`config.mk`:
```
export PLATFORM = sky130hd
export DESIGN_NAME = adcsq_sequencer
export DESIGN_NICKNAME = d
export VERILOG_FILES = /design/src/rtl/adcsq_pkg.sv /design/src/rtl/adcsq_sequencer.sv
export VERILOG_INCLUDE_DIRS = /design/src /design/src/rtl
export SDC_FILE = /design/constraint.sdc
export NUM_CORES = 1
export LEC_CHECK = 0
export BUFFER_PORTS_ARGS = -buffer_cell sky130_fd_sc_hd__buf_2
export CORE_ASPECT_RATIO = 0.9
export CORE_UTILIZATION = 51
export DETAILED_ROUTE_END_ITERATION = 10
export PLACE_DENSITY = 0.85
export SYNTH_ARGS = -nofsm -noshare
export SYNTH_HDL_FRONTEND = slang
export SYNTH_SLANG_ARGS = --single-unit
```
`constraint.sdc`:
```
create_clock -name pclk -period 2.2 [get_ports pclk]
set_input_delay 0.33 -clock pclk [delete_from_list [all_inputs] [get_ports pclk]]
set_output_delay 0.33 -clock pclk [all_outputs]
set_load 0.01 [all_outputs]
```
`src/rtl/adcsq_params.svh`:
```
// Purpose: constants for the conversion sequencer
// Assumes: 25 MHz pclk, one state per pclk cycle
// Notes: register offsets are byte addresses on APB
`ifndef ADCSQ_PARAMS_SVH
`define ADCSQ_PARAMS_SVH
`define ADCSQ_OFF_CTRL_STATUS 12'h000
`define ADCSQ_OFF_TRIG_CTRL 12'h004
`define ADCSQ_OFF_EDGE 12'h008
`define ADCSQ_OFF_DATA0 12'h010
`define ADCSQ_OFF_DATA3 12'h01C
`define ADCSQ_BIT_END_FLAG 7
`define ADCSQ_BIT_INT_EN 6
`define ADCSQ_BIT_START 5
`define ADCSQ_BIT_SCAN 4
`define ADCSQ_BIT_SPEED 3
`define ADCSQ_BIT_TRIG_EN 7
`define ADCSQ_TRIG_RSVD_ONES 6'h3F
`define ADCSQ_BIT_RSVD0 0
`define ADCSQ_BIT_EDGE 0
`define ADCSQ_CHSEL_MSB 2
`define ADCSQ_SAR_MID 10'h200
`define ADCSQ_SAR_TOP 4'h9
`define ADCSQ_SAR_DONE 4'hF
`define ADCSQ_DELAY_SLOW 8'h06
`define ADCSQ_DELAY_FAST 8'h04
`define ADCSQ_SAMPLE_SLOW 8'h1F
`define ADCSQ_SAMPLE_FAST 8'h0F
`define ADCSQ_CONV_SLOW 8'h61
`define ADCSQ_CONV_FAST 8'h33
`define ADCSQ_NEXT_SLOW 8'h80
`define ADCSQ_NEXT_FAST 8'h42
`endif

```
`src/rtl/adcsq_pkg.sv`:
```
// Purpose: types for the conversion sequencer
// Assumes: nothing
// Notes: state held as one packed struct
package adcsq_pkg;
    typedef enum logic [2:0] {ST_IDLE, ST_DELAY, ST_SAMPLE, ST_CONVERT, ST_STORE} adcsq_state_type;
    typedef struct packed {
        adcsq_state_type st;
        logic [7:0] cnt;
        logic [1:0] chan;
        logic first;
        logic [9:0] sar;
        logic [3:0] bitn;
        logic end_flag;
        logic end_seen;
        logic int_en;
        logic start;
        logic scan;
        logic speed;
        logic [2:0] chsel;
        logic trig_en;
        logic rsvd0;
        logic edge_rise;
        logic [1:0] trg_sync;
        logic trg_prev;
        logic irq;
        logic [3:0][9:0] data;
        logic [31:0] prdata;
        logic pready;
        logic pslverr;
        logic [1:0] an_chan;
        logic [9:0] dac;
        logic sh;
    } adcsq_regs_type;
endpackage : adcsq_pkg

```
`src/rtl/adcsq_sequencer.sv`:
```
// Purpose: control of a 10-bit successive-approximation converter with APB registers
// Assumes: analog comparator outside, one state per pclk cycle
// Notes: 0x000 control/status, 0x004 trigger control, 0x008 edge select, 0x010.. data
// How it works
// - trigger enable bit 7 lets the trigger pin start conversions, edge chosen elsewhere
// - trigger control bits 6..1 read as ones
// - each result is built by successive approximation, ten bits
// - one write may set start together with new mode and channel
// - single mode converts the chosen channel once into its data register
// - end of single conversion sets end flag, interrupt if enabled
// - single mode start bit stays set, cleared at end, then idle
// - scan starts at first channel, converts up to four in turn
// - scan stores each channel result before moving on
// - after the group, end flag, interrupt if enabled, then restart group
// - scan never clears start itself; stops when start cleared
// - after start: delay, then sample, then convert
// - delay 6 or 4 states, sampling 31 or 15 states
// - first conversion totals 131..134 or 69..70 states
// - later scan conversions take 128 or 66 states
// - active trigger edge sets start, then same as software start
// - end flag clears only on zero write after reading it as one
// - speed bit picks slow or fast timing
// - channel field picks one input, or inputs 0..n in scan
// - scan runs until start cleared by software or reset
//
// The APB interface to the registers and the placing of the registers were left to the implementer.
`timescale 1ns/1ps
`include "adcsq_params.svh"
module adcsq_sequencer (
    // apb
    input wire logic pclk,
    input wire logic presetn,
    input wire logic psel,
    input wire logic penable,
    input wire logic pwrite,
    input wire logic [11:0] paddr,
    input wire logic [31:0] pwdata,
    output logic [31:0] prdata,
    output logic pready,
    output logic pslverr,
    // analog side
    input wire logic comparator_high,
    input wire logic external_conversion_trigger_pin,
    output logic [1:0] analog_channel,
    output logic [9:0] dac_code,
    output logic sample_hold,
    // interrupt request
    output logic conversion_end_interrupt
);
    adcsq_pkg::adcsq_regs_type q, d;
    logic cmp_s1_q, cmp_s2_q;

    // control/status as software reads it
    function automatic logic [7:0] rd_ctrl(input adcsq_pkg::adcsq_regs_type r);
        rd_ctrl = {r.end_flag, r.int_en, r.start, r.scan, r.speed, r.chsel};
    endfunction : rd_ctrl

    // trigger control as software reads it
    function automatic logic [7:0] rd_trig(input adcsq_pkg::adcsq_regs_type r);
        rd_trig = {r.trig_en, `ADCSQ_TRIG_RSVD_ONES, r.rsvd0};
    endfunction : rd_trig

    // start delay for the chosen speed
    function automatic logic [7:0] delay_len(input logic fast);
        if (fast) begin
            delay_len = `ADCSQ_DELAY_FAST;
        end else begin
            delay_len = `ADCSQ_DELAY_SLOW;
        end
    endfunction : delay_len

    // sampling window for the chosen speed
    function automatic logic [7:0] sample_len(input logic fast);
        if (fast) begin
            sample_len = `ADCSQ_SAMPLE_FAST;
        end else begin
            sample_len = `ADCSQ_SAMPLE_SLOW;
        end
    endfunction : sample_len

    // decision window; also sets the scan budget
    function automatic logic [7:0] conv_len(input logic fast);
        if (fast) begin
            conv_len = `ADCSQ_CONV_FAST;
        end else begin
            conv_len = `ADCSQ_CONV_SLOW;
        end
    endfunction : conv_len

    // fixed length of later scan conversions
    function automatic logic [7:0] next_len(input logic fast);
        if (fast) begin
            next_len = `ADCSQ_NEXT_FAST;
        end else begin
            next_len = `ADCSQ_NEXT_SLOW;
        end
    endfunction : next_len

    // only the three control registers take writes
    function automatic logic is_wr_reg(input logic [11:0] a);
        is_wr_reg = (a == `ADCSQ_OFF_CTRL_STATUS) || (a == `ADCSQ_OFF_TRIG_CTRL)
                    || (a == `ADCSQ_OFF_EDGE);
    endfunction : is_wr_reg

    // aligned result registers, read only
    function automatic logic is_data_reg(input logic [11:0] a);
        is_data_reg = (a >= `ADCSQ_OFF_DATA0) && (a <= `ADCSQ_OFF_DATA3)
                      && (a[1:0] == 2'h0);
    endfunction : is_data_reg

    // next channel of the group, back to the first after the last
    function automatic logic [1:0] next_chan(input logic [1:0] ch, input logic wrap);
        if (wrap) begin
            next_chan = 2'h0;
        end else begin
            next_chan = ch + 2'h1;
        end
    endfunction : next_chan

    // comparator is asynchronous to the clock
    always_ff @(posedge pclk or negedge presetn) begin
        if (!presetn) begin
            cmp_s1_q <= 1'b0;
            cmp_s2_q <= 1'b0;
        end else begin
            cmp_s1_q <= comparator_high;
            cmp_s2_q <= cmp_s1_q;
        end
    end

    always_comb begin
        logic acc, wr, rd, trg_edge, last;
        logic [7:0] c;
        d = q;
        c = 8'h00;
        // answer registered in the first access cycle, write lands at the pready edge
        acc = psel && penable && !q.pready;
        wr = psel && penable && pwrite && q.pready;
        rd = acc && !pwrite;
        trg_edge = 1'b0;
        last = 1'b1;
        d.pready = acc;
        d.pslverr = 1'b0;
        // only the second trigger flop feeds the edge detector
        d.trg_sync = {q.trg_sync[0], external_conversion_trigger_pin};
        d.trg_prev = q.trg_sync[1];
        if (q.edge_rise) begin
            trg_edge = q.trg_sync[1] && !q.trg_prev;
        end else begin
            trg_edge = !q.trg_sync[1] && q.trg_prev;
        end
        if (q.scan) begin
            last = (q.chan == q.chsel[1:0]);
        end
        if (q.trig_en && trg_edge) begin
            d.start = 1'b1;
        end
        // sequencer
        unique case (q.st)
            adcsq_pkg::ST_IDLE: begin
                if (q.start) begin
                    d.st = adcsq_pkg::ST_DELAY;
                    d.cnt = delay_len(q.speed);
                    d.first = 1'b1;
                    if (q.scan) begin
                        d.chan = 2'h0;
                    end else begin
                        d.chan = q.chsel[1:0];
                    end
                end
            end
            adcsq_pkg::ST_DELAY: begin
                d.cnt = q.cnt - 8'h01;
                if (q.cnt == 8'h01) begin
                    d.st = adcsq_pkg::ST_SAMPLE;
                    d.cnt = sample_len(q.speed);
                end
            end
            adcsq_pkg::ST_SAMPLE: begin
                d.cnt = q.cnt - 8'h01;
                if (q.cnt == 8'h01) begin
                    d.st = adcsq_pkg::ST_CONVERT;
                    d.cnt = conv_len(q.speed);
                    d.sar = `ADCSQ_SAR_MID;
                    d.bitn = `ADCSQ_SAR_TOP;
                end
            end
            adcsq_pkg::ST_CONVERT: begin
                d.cnt = q.cnt - 8'h01;
                // every fourth cycle, so the comparator synchroniser has caught up
                c = conv_len(q.speed) - q.cnt;
                if (c[1:0] == 2'h3 && q.bitn != `ADCSQ_SAR_DONE) begin
                    if (!cmp_s2_q) begin
                        d.sar[q.bitn] = 1'b0;
                    end
                    if (q.bitn != 4'h0) begin
                        d.sar[q.bitn - 4'h1] = 1'b1;
                    end
                    d.bitn = q.bitn - 4'h1;
                end
                if (q.cnt == 8'h01) begin
                    d.st = adcsq_pkg::ST_STORE;
                end
            end
            adcsq_pkg::ST_STORE: begin
                d.data[q.chan] = q.sar;
                d.first = 1'b0;
                if (last) begin
                    d.end_flag = 1'b1;
                    d.end_seen = 1'b0;
                end
                if (!q.scan) begin
                    d.start = 1'b0;
                    d.st = adcsq_pkg::ST_IDLE;
                end else if (q.start) begin
                    d.chan = next_chan(q.chan, last);
                    d.st = adcsq_pkg::ST_SAMPLE;
                    // later conversions skip the delay and fit the fixed budget
                    c = next_len(q.speed) - conv_len(q.speed) - 8'h01;
                    d.cnt = c;
                end else begin
                    d.st = adcsq_pkg::ST_IDLE;
                end
            end
            default: begin
                d.st = adcsq_pkg::ST_IDLE;
            end
        endcase
        // clearing start aborts at the next edge; a result is still stored only if the store state is already reached
        if (q.st != adcsq_pkg::ST_IDLE && !q.start) begin
            d.st = adcsq_pkg::ST_IDLE;
        end
        // register writes
        if (wr) begin
            unique case (paddr)
                `ADCSQ_OFF_CTRL_STATUS: begin
                    // a set in this same cycle wins over the clear
                    if (!pwdata[`ADCSQ_BIT_END_FLAG] && q.end_seen && d.end_flag == q.end_flag
                        && !(q.st == adcsq_pkg::ST_STORE && last)) begin
                        d.end_flag = 1'b0;
                    end
                    d.int_en = pwdata[`ADCSQ_BIT_INT_EN];
                    d.start = pwdata[`ADCSQ_BIT_START] | (q.trig_en & trg_edge);
                    d.scan = pwdata[`ADCSQ_BIT_SCAN];
                    d.speed = pwdata[`ADCSQ_BIT_SPEED];
                    d.chsel = pwdata[`ADCSQ_CHSEL_MSB:0];
                end
                `ADCSQ_OFF_TRIG_CTRL: begin
                    d.trig_en = pwdata[`ADCSQ_BIT_TRIG_EN];
                    d.rsvd0 = pwdata[`ADCSQ_BIT_RSVD0];
                end
                `ADCSQ_OFF_EDGE: begin
                    d.edge_rise = pwdata[`ADCSQ_BIT_EDGE];
                end
                default: begin
                end
            endcase
        end
        if (rd) begin
            d.prdata = 32'h0000_0000;
            unique case (paddr)
                `ADCSQ_OFF_CTRL_STATUS: begin
                    d.prdata[7:0] = rd_ctrl(q);
                    if (q.end_flag) begin
                        d.end_seen = 1'b1;
                    end
                end
                `ADCSQ_OFF_TRIG_CTRL: begin
                    d.prdata[7:0] = rd_trig(q);
                end
                `ADCSQ_OFF_EDGE: begin
                    d.prdata[`ADCSQ_BIT_EDGE] = q.edge_rise;
                end
                default: begin
                    if (is_data_reg(paddr)) begin
                        d.prdata[9:0] = q.data[paddr[3:2]];
                    end else begin
                        d.pslverr = 1'b1;
                    end
                end
            endcase
        end else if (acc && pwrite && !is_wr_reg(paddr)) begin
            d.pslverr = 1'b1;
        end
        d.irq = d.end_flag && d.int_en;
        d.an_chan = d.chan;
        d.dac = d.sar;
        d.sh = (d.st == adcsq_pkg::ST_SAMPLE);
    end

    always_ff @(posedge pclk or negedge presetn) begin
        if (!presetn) begin
            q <= '0;
        end else begin
            q <= d;
        end
    end

    // every output straight from a flop
    assign prdata = q.prdata;
    assign pready = q.pready;
    assign pslverr = q.pslverr;
    assign analog_channel = q.an_chan;
    assign dac_code = q.dac;
    assign sample_hold = q.sh;
    assign conversion_end_interrupt = q.irq;
endmodule : adcsq_sequencer

```
After elaboration in Yosys (flattened, before gate mapping)
Index checks and enable logic that the tools add are counted.
{"block": "word_totals", "ff_bits": 98, "inputBits": 51, "wordCells": 178}
{"block": "op_classes", "add_sub_neg": 6, "magnitude_cmp": 9, "n_eq_ne": 17, "mux": 66, "bitwise_logic": 5, "n_reduce_logical": 47}
{"operator": "2-to-1 mux 10 bit", "count": 10}
{"operator": "2-to-1 mux 8 bit", "count": 7}
{"operator": "2-to-1 mux 14 bit", "count": 3}
{"operator": "bitwise mux 40 bit", "count": 1}
{"operator": "one-hot mux 8 bit (5 select lines)", "count": 1}
{"operator": "one-hot mux 14 bit (2 select lines)", "count": 1}
{"operator": "logical AND 1 bit", "count": 22}
{"operator": "2-to-1 mux 11 bit", "count": 2}
{"operator": "one-hot mux 7 bit (3 select lines)", "count": 1}
{"operator": "binary-select mux 10 bit (select 2 bit)", "count": 1}
{"operator": "demux 10 bit (select 2 bit)", "count": 1}
{"operator": "2-to-1 mux 2 bit", "count": 10}
{"operator": "2-to-1 mux 1 bit", "count": 18}
{"operator": "subtractor 8 x 1 -> 8 bit, second input constant", "count": 2}
{"operator": "one-hot mux 3 bit (5 select lines)", "count": 1}
{"operator": "2-to-1 mux 7 bit", "count": 2}
{"operator": "equality test 12 x 3 -> 1 bit, second input constant", "count": 1}
{"operator": "equality test 12 x 4 -> 1 bit, second input constant", "count": 1}
{"operator": ">= comparator 12 x 5 -> 1 bit, second input constant", "count": 1}
{"operator": "less-or-equal comparator 12 x 5 -> 1 bit, second input constant", "count": 1}
{"operator": "zero test 12 bit", "count": 1}
{"operator": "AND 10 bit", "count": 1}
{"operator": "less-than comparator 4 x 5 -> 1 bit, second input constant", "count": 2}
{"operator": "!= test 2 bit, second input constant", "count": 5}
{"operator": "36 further kinds", "count": 54}

Depth between registers and ports, before layout
Gate-level depths: netlist of run 1.
{"block": "depth", "word_depth": 13, "mapped_depth": 8, "depth_no_buf": 7}

Worst setup path before layout of run 1
Ideal clock, no wire load.
{"block": "synth_path", "kind": "register to register", "from": "reg q[121] in the netlist's numbering", "to": "reg q (netlist bit dac_code[8])", "setup_time_ns": 0.122, "t_arrival_ns": 2.001, "path_slack_ns": 0.077, "path_stages_with_launch": 8, "period_less_slack_ns": 2.123, "cell_sequence": "dfrtp_1 > inv_1 > ha_1 > or3b_2 > clkbuf_1 > or4_1 > buf_2 > a32o_1"}
{"block": "synth_via", "elab_chain_len": 5, "elab_cells_between_ends": 7}
{"item": "start: declaration", "line_no": "adcsq_sequencer.sv:50", "source": "adcsq_pkg::adcsq_regs_type q, d;"}
{"item": "start signal: assignment", "line_no": "adcsq_sequencer.sv:293", "source": "q <= '0;"}
{"item": "start signal: assignment", "line_no": "adcsq_sequencer.sv:295", "source": "q <= d;"}
{"item": "subtractor 2 bit", "line_no": "adcsq_sequencer.sv:191", "source": "c = conv_len(q.speed) - q.cnt;"}
{"item": "equality test 2 bit", "line_no": "adcsq_sequencer.sv:192", "source": "if (c[1:0] == 2'h3 && q.bitn != `ADCSQ_SAR_DONE) begin"}
{"item": "logical AND 1 bit (no source line)"}
{"item": "!= test 2 bit (no source line)"}
{"item": "AND reduction 3 bit (no source line) (*)"}
Mark *: on every way between the ends. The rest lies on a longest branch, timed or not.
A chain may end at the register's enable or synchronous reset.

Worst setup path in the final report of run 1
{"block": "layout_path", "from": "reg q[121] in the netlist's numbering", "to": "reg q[124] in the netlist's numbering"}
{"block": "layout_via", "elab_chain_len": 3, "elab_cells_between_ends": 5}
{"item": "subtractor 8 x 1 -> 8 bit / equality test 8 x 1 -> 1 bit (equally long branches)"}
{"item": "2-to-1 mux 11 bit, on equally long branches", "line_no": "adcsq_sequencer.sv:181, adcsq_sequencer.sv:174"}
{"item": "one-hot mux 8 bit (5 select lines) (*)", "line_no": "adcsq_sequencer.sv:159", "source": "unique case (q.st)"}
Marked as above.

==> results of run 1 <==
cell usage in the layout (no fill, tap or decap), types with 4 or more instances in the layout:
| cell | instances |
|---|---|
| buf_2 | 51 |
| buf_4 | 28 |
| o21ai_0 | 29 |
| nand4_1 | 4 |
| a32o_1 | 6 |
| a21oi_1 | 22 |
| nand3_1 | 14 |
| clkbuf_16 | 9 |
| nor3b_1 | 4 |
| nand2_1 | 27 |
| xnor2_1 | 5 |
| conb_1 | 22 |
| a22oi_1 | 7 |
| and2_1 | 6 |
| mux2_2 | 49 |
| nor3_1 | 9 |
| nand3b_1 | 6 |
| nor2b_1 | 5 |
| nor2_1 | 29 |
| and3_1 | 8 |
| ha_1 | 11 |
| mux4_2 | 9 |
| inv_1 | 14 |
| nand2b_1 | 9 |
| dfrtp_1 | 98 |
| o22ai_1 | 4 |
| a21boi_0 | 4 |
worst max path at each step:
stage                     slack [ns]  cells past startpoint          end
after floorplan                 0.08                      7  dac_code[8]
after global placement           0.1                      8  dac_code[9]
after detailed placement        0.03                      8       q[105]
after CTS                       0.02                      5  dac_code[8]
after global routing           -0.04                      8  dac_code[9]
final                          0.005                      8       q[124]
worst max-delay path: cells and delay by family, from the launching register on:
family,cells,cell delay [ns]
simple gates,2,0.65
compound gates,3,0.58
flops,1,0.39
buf+inv,2,0.29
fa+ha+maj,1,0.18
flip-flops by register name, summed over array words and instances (netlist names), 2 cells and up:
register        flops
d                   2
prdata             10
q                  68
dac_code           10
analog_channel      2
report_power, final:
part / switching [mW] / leakage [nW] / internal, mW
registers: 0.0256 / 1.33 / 1.84
clock network: 0.712 / 0.139 / 0.783
logic: 0.176 / 1.35 / 0.106
total: 0.914 / 2.83 / 2.73
cells by family (layout without fill, tap and decap cells):
logic type               after synthesis  count (layout)
flip-flops                            98              98
XOR/XNOR                               6               6
AND/OR/NAND/NOR                      140             140
adder cells (fa/ha/maj)               11              11
multiplexers                          61              61
other                                  1              22
buffers and inverters                 84             110
AO/OA/AOI/OAI                         96              96
cell type report:
cell class                      instances  share of cell area
Timing Repair Buffer                   80             0.08106
Inverter                               14            0.008959
Multi-Input combinational cell        336              0.4172
Tap cell                              126             0.02688
Clock buffer                           10             0.03904
Clock inverter                          6            0.008746
Sequential cell                        98              0.4181
routing by layer:
metal / up-vias / wire, um / global-route usage
met3: 29 / 578 / 0.06548
li1: 1794 / - / -
met4: 0 / 256 / 0.07077
met2: 144 / 5981 / 0.3851
met5: - / 0 / 0
met1: 2009 / 5245 / 0.3185
Yosys cell counts, types with 2 or more instances:
library cell	number	area (um2)
dfrtp_1	98	2452
mux2_2	49	551.8
buf_4	44	330.3
nor2_1	30	112.6
o21ai_0	30	150.1
nand2_1	27	101.4
a21oi_1	22	110.1
clkbuf_1	14	52.55
inv_1	14	52.55
nand3_1	14	70.07
ha_1	11	137.6
buf_2	9	45.04
mux4_2	9	202.7
nand2b_1	9	56.30
nor3_1	9	45.04
and3_1	8	50.05
a22oi_1	7	52.55
a32o_1	6	60.06
and2_1	6	37.54
nand3b_1	6	45.04
nor2b_1	5	31.28
xnor2_1	5	43.79
a21boi_0	4	30.03
nand4_1	4	25.02
nor3b_1	4	30.03
o22ai_1	4	25.02
mux2i_1	3	30.03
nor4_1	3	18.77
or3_1	3	18.77
a211oi_1	2	15.01
a31oi_1	2	12.51
a32oi_1	2	17.52
buf_1	2	7.510
nand4b_1	2	17.52
nor4_2	2	25.02
o21a_1	2	15.01
o21bai_1	2	15.01
o32ai_1	2	17.52
or2_1	2	12.51
or3b_2	2	17.52
timing repair:
action	CTS	global route
setup endpoints to repair	1	14
pin swaps	0	1
setup buffers	0	0
hold buffers	1	0
resized for setup	1	5
hold endpoints to repair	38	0
==> flow_summary.ini, run 1 <==
[clocking]
root_buffer = clkbuf_16
clk_pin_slew_ns = 0.07
clk_latency_ns = 0.35
clock-sinks = 98
numCtsBuffers = 9
cts_tree = done
htree_num_levels = 3
clock_path_buffers = 2

[route]
wl_per_cell_um = 18.00
drt_pass1_iterations = 6
wl_um = 12060
vias = 3976
ant_nets = 0
drc = 0
drt_iter0_drc = 196
avgViaCountPerCell = 5.934

[hold_path]
hold_end = cmp_s1_q
holdCritStartpoint = comparator_high
min_path_cells = 1
holdCritPathClass = input port to register

[die]
fp.coreArea_mm2 = 0.009869
num_rows = 34
initial_core_util = 0.5364
fp.dieArea_mm2 = 0.01079
die_h_um = 98.66
ios = 99
die_w_um = 109.4

[synth]
yosys.area_share.simple = 0.1416
yosys.area_share.adder = 0.02600
synthMuxAreaShare = 0.1482
synth_seq_area_share = 0.4632
synth_flop_cell = dfrtp_1
synth_top_family_by_area = multiplexers
synthXorXnorAreaFrac = 0.009927
synth_seq_cells = 98
avgSynthCellArea_um2 = 10.65
async_flop_share = 1.000
syn_inst = 497
synth_warnings = 0
synth_cell_types = 58
syn_area_mm2 = 0.005294
synth-compound-area-share = 0.1160
synth_edf_count = 0

[placement]
place_ws_ns = 0.02991
gp_congestion = 0.9532
postPlaceCellArea_mm2 = 0.005549
io_buffers = 52
hpwl_um = 8618
place_inst = 653

[pwr]
p_leak_nw = 2.827
finalPower_mw = 3.645
irDropWorstVdd_mv = 0.4526
p_per_area_mw_per_mm2 = 621.4

[cells_and_area]
seq_area_mm2 = 0.002452
post-route-cell-area_mm2 = 0.005866
syn_to_final_growth_pct = 10.80
layout.cells.non_filler = 670
drive_gt1_frac = 0.2996
fin_nets = 601
multi_input_area_mm2 = 0.002447
utilization = 0.5943
antenna_cells = 0
nFillCells = 771

[global_routing]
grt_pass1_wl_um = 19660
grt_use_total = 0.2401
overflow = 0
antenna_found_initial = 0
grt_pass1_vias = 3913
grt_max_degree = 42

[critical_path]
cp-start-kind = register
endpoint_kind = register
slowest_delay_ns = 0.50
r2r-start = q[121]
startpoint = q[121]
required_ns = 2.44
r2r_end = q[124]
cp_max_fo = 4
critPathSlowestCell = or3b_2
r2r_slack_ns = 0.005
critPathKind = register to register
path_cells = inv_1, ha_1, or3b_2, buf_4, nor2_1, o31a_1, o22ai_1, a211o_1
arrival_ns = 2.44
r2r_cells = 8

[sta]
setup_ws_ns = 0.004673
hold_viol = 0
fmax_mhz = 455.5
hold_ws_ns = 0.08275
tns_ns = 0
drv_slew = 0
finalCriticalPeriod_ns = 2.195
fin_skew_ns = 0.008153
rsz0062_at_grt = yes
relSlewSlack = 0.6222
setup_viol_count_final = 0
max_slew.worst_pin.slew_ns = 0.5650
post-route-period-util = 0.9979

[status]
outcome = completed

[flow_run]
maxCapViolCount = 0
No activity file was read; power rests on OpenSTA's default activity.
==> run 2: changes to the inputs <==
CELL_PAD_IN_SITES_DETAIL_PLACEMENT = 1   (was not set)
CELL_PAD_IN_SITES_GLOBAL_PLACEMENT = 2   (was not set)
CORE_UTILIZATION = 32   (was 51)
PLACE_DENSITY = 0.84   (was 0.85)
==> run 2 against run 1 <==
- worst hold slack worse by 0.012 ns
- design area rose by 2.1%
- sequential cell count is the same
- clock skew fell by 0.0020 ns
- via count fell by 2.6%
- power is 1.8% higher
- die area grew 58%
- worst setup slack improved by 0.10 ns
- critical endpoint is now dac_code[1]
==> flow_summary.ini, run 2 (synthesis gave the netlist of run 1 again) <==
[status]
outcome = completed

[pwr]
sequentialPowerShare = 0.505
internal_power_mw = 2.792
irDropWorstVdd_mv = 0.4243
p_sw_mw = 0.9174
switching_share = 0.2473
p_leak_nw = 2.839
p_per_area_mw_per_mm2 = 619.3
finalPower_mw = 3.709
p_clk_frac = 0.419
combPwrFrac = 0.077

[sta]
setup_ws_ns = 0.1048
max_slew.worst_pin.slew_ns = 0.5996
tns_ns = 0
finalCriticalPeriod_ns = 2.095
hold_viol = 0
drv_slew = 0
hold_ws_ns = 0.07026
post-route-period-util = 0.9524
fin_skew_ns = 0.006141
relSlewSlack = 0.6003
fmax_mhz = 477.3
setup_viol_count_final = 0

[clocking]
root_buffer = clkbuf_16
clock_path_buffers = 2
clk_pin_slew_ns = 0.07
numCtsBuffers = 9
htree_num_levels = 3
clk_latency_ns = 0.36
cts_tree = done
clock-sinks = 98

[route]
drt_iter0_drc = 242
avgViaCountPerCell = 5.163
wl_um = 13570
drt_pass1_iterations = 4
wl_per_cell_um = 18.09
ant_nets = 0
drc = 0
vias = 3872

[critical_path]
path_cells = inv_1, ha_1, or3b_2, or4_4, a32o_1
slowest_delay_ns = 0.54
critPathSlowestCell = or3b_2
endpoint_kind = register
arrival_ns = 2.34
cp-start-kind = register
cp_max_fo = 7
critPathKind = register to register
required_ns = 2.44

[cells_and_area]
antenna_cells = 0
top_register = q
drive_gt1_frac = 0.3002
utilization = 0.3713
final_common_cell = dfrtp_1
seq_area_mm2 = 0.002452
fin_nets = 600
syn_to_final_growth_pct = 13.14
layout.cells.non_filler = 750
layout_common_cells = 98 x dfrtp_1, 51 x buf_2, 49 x mux2_2, 29 x nor2_1, 29 x o21ai_0
largest_register_ffs = 68
post-route-cell-area_mm2 = 0.005989
nFillCells = 1817
multi_input_area_mm2 = 0.002442

[flow_run]
maxCapViolCount = 0

[die]
fp.coreArea_mm2 = 0.01613
fp.dieArea_mm2 = 0.01706
initial_core_util = 0.3282
die_w_um = 137.6
num_rows = 44
ios = 99
die_h_um = 124.0

[global_routing]
grt_pass1_wl_um = 21770
antenna_found_initial = 0
grt_pass1_vias = 4081
overflow = 0
grt_use_total = 0.1705
grt_max_degree = 66

[placement]
postPlaceCellArea_mm2 = 0.005668
io_buffers = 52
place_ws_ns = -0.001802
gp_congestion = 0.8527
hpwl_um = 9997
place_inst = 733

[hold_path]
holdCritPathClass = input port to register
-- run 2: per-layer routing --
metal | vias up | routed length [um] | track usage
met5 | - | 0 | 0
met4 | 0 | 233 | 0.06113
met3 | 17 | 489 | 0.04558
met2 | 70 | 6597 | 0.2692
met1 | 1988 | 6248 | 0.2241
li1 | 1797 | - | -
-- run 2: power by group through the flow --
stage	clock network [mW]	registers [mW]	logic (mW)
6_report	1.55	1.87	0.284
5_1_grt	1.67	1.87	0.320
4_1_cts	1.61	1.87	0.287
3_5_place_dp	0	1.91	0.284
3_3_place_gp	0	1.90	0.275
2_1_floorplan	0	1.90	0.220
-- run 2: timing repair --
| item | in CTS | in global routing |
|---|---|---|
| hold endpoints to repair | 10 | 0 |
| hold buffers | 1 | 0 |
| gates resized for setup | 1 | 5 |
| setup buffers | 0 | 0 |
| setup endpoints to repair | 4 | 7 |
-- run 2: worst paths after layout --
path,start,endpoint,slack [ns],depth (start not counted)
max,q[121],dac_code[1],0.10,5
min,external_conversion_trigger_pin,d[90],0.07,1
max reg2reg,q[121],dac_code[1],0.10,5
min reg2reg,d[90],d[88],0.35,0
max in group asynchronous,presetn,q[85],1.28,3
min in group asynchronous,presetn,d[88],0.34,2
-- run 2: area by class of cell --
type,instances,area share
tap,207,0.04324
inverter,14,0.008774
timing repair buffer,79,0.08231
clock buffer,12,0.04282
clock inverter,4,0.005640
sequential,98,0.4094
multi-input combinational,336,0.4078
-- run 2: worst max-delay path: cells and delay by family (launching register included) --
kind                     cells  cell delay (ns)
AO/OA/AOI/OAI                1             0.29
flip-flops                   1             0.38
buffers and inverters        1             0.08
adder cells (fa/ha/maj)      1             0.17
AND/OR/NAND/NOR              2             1.06
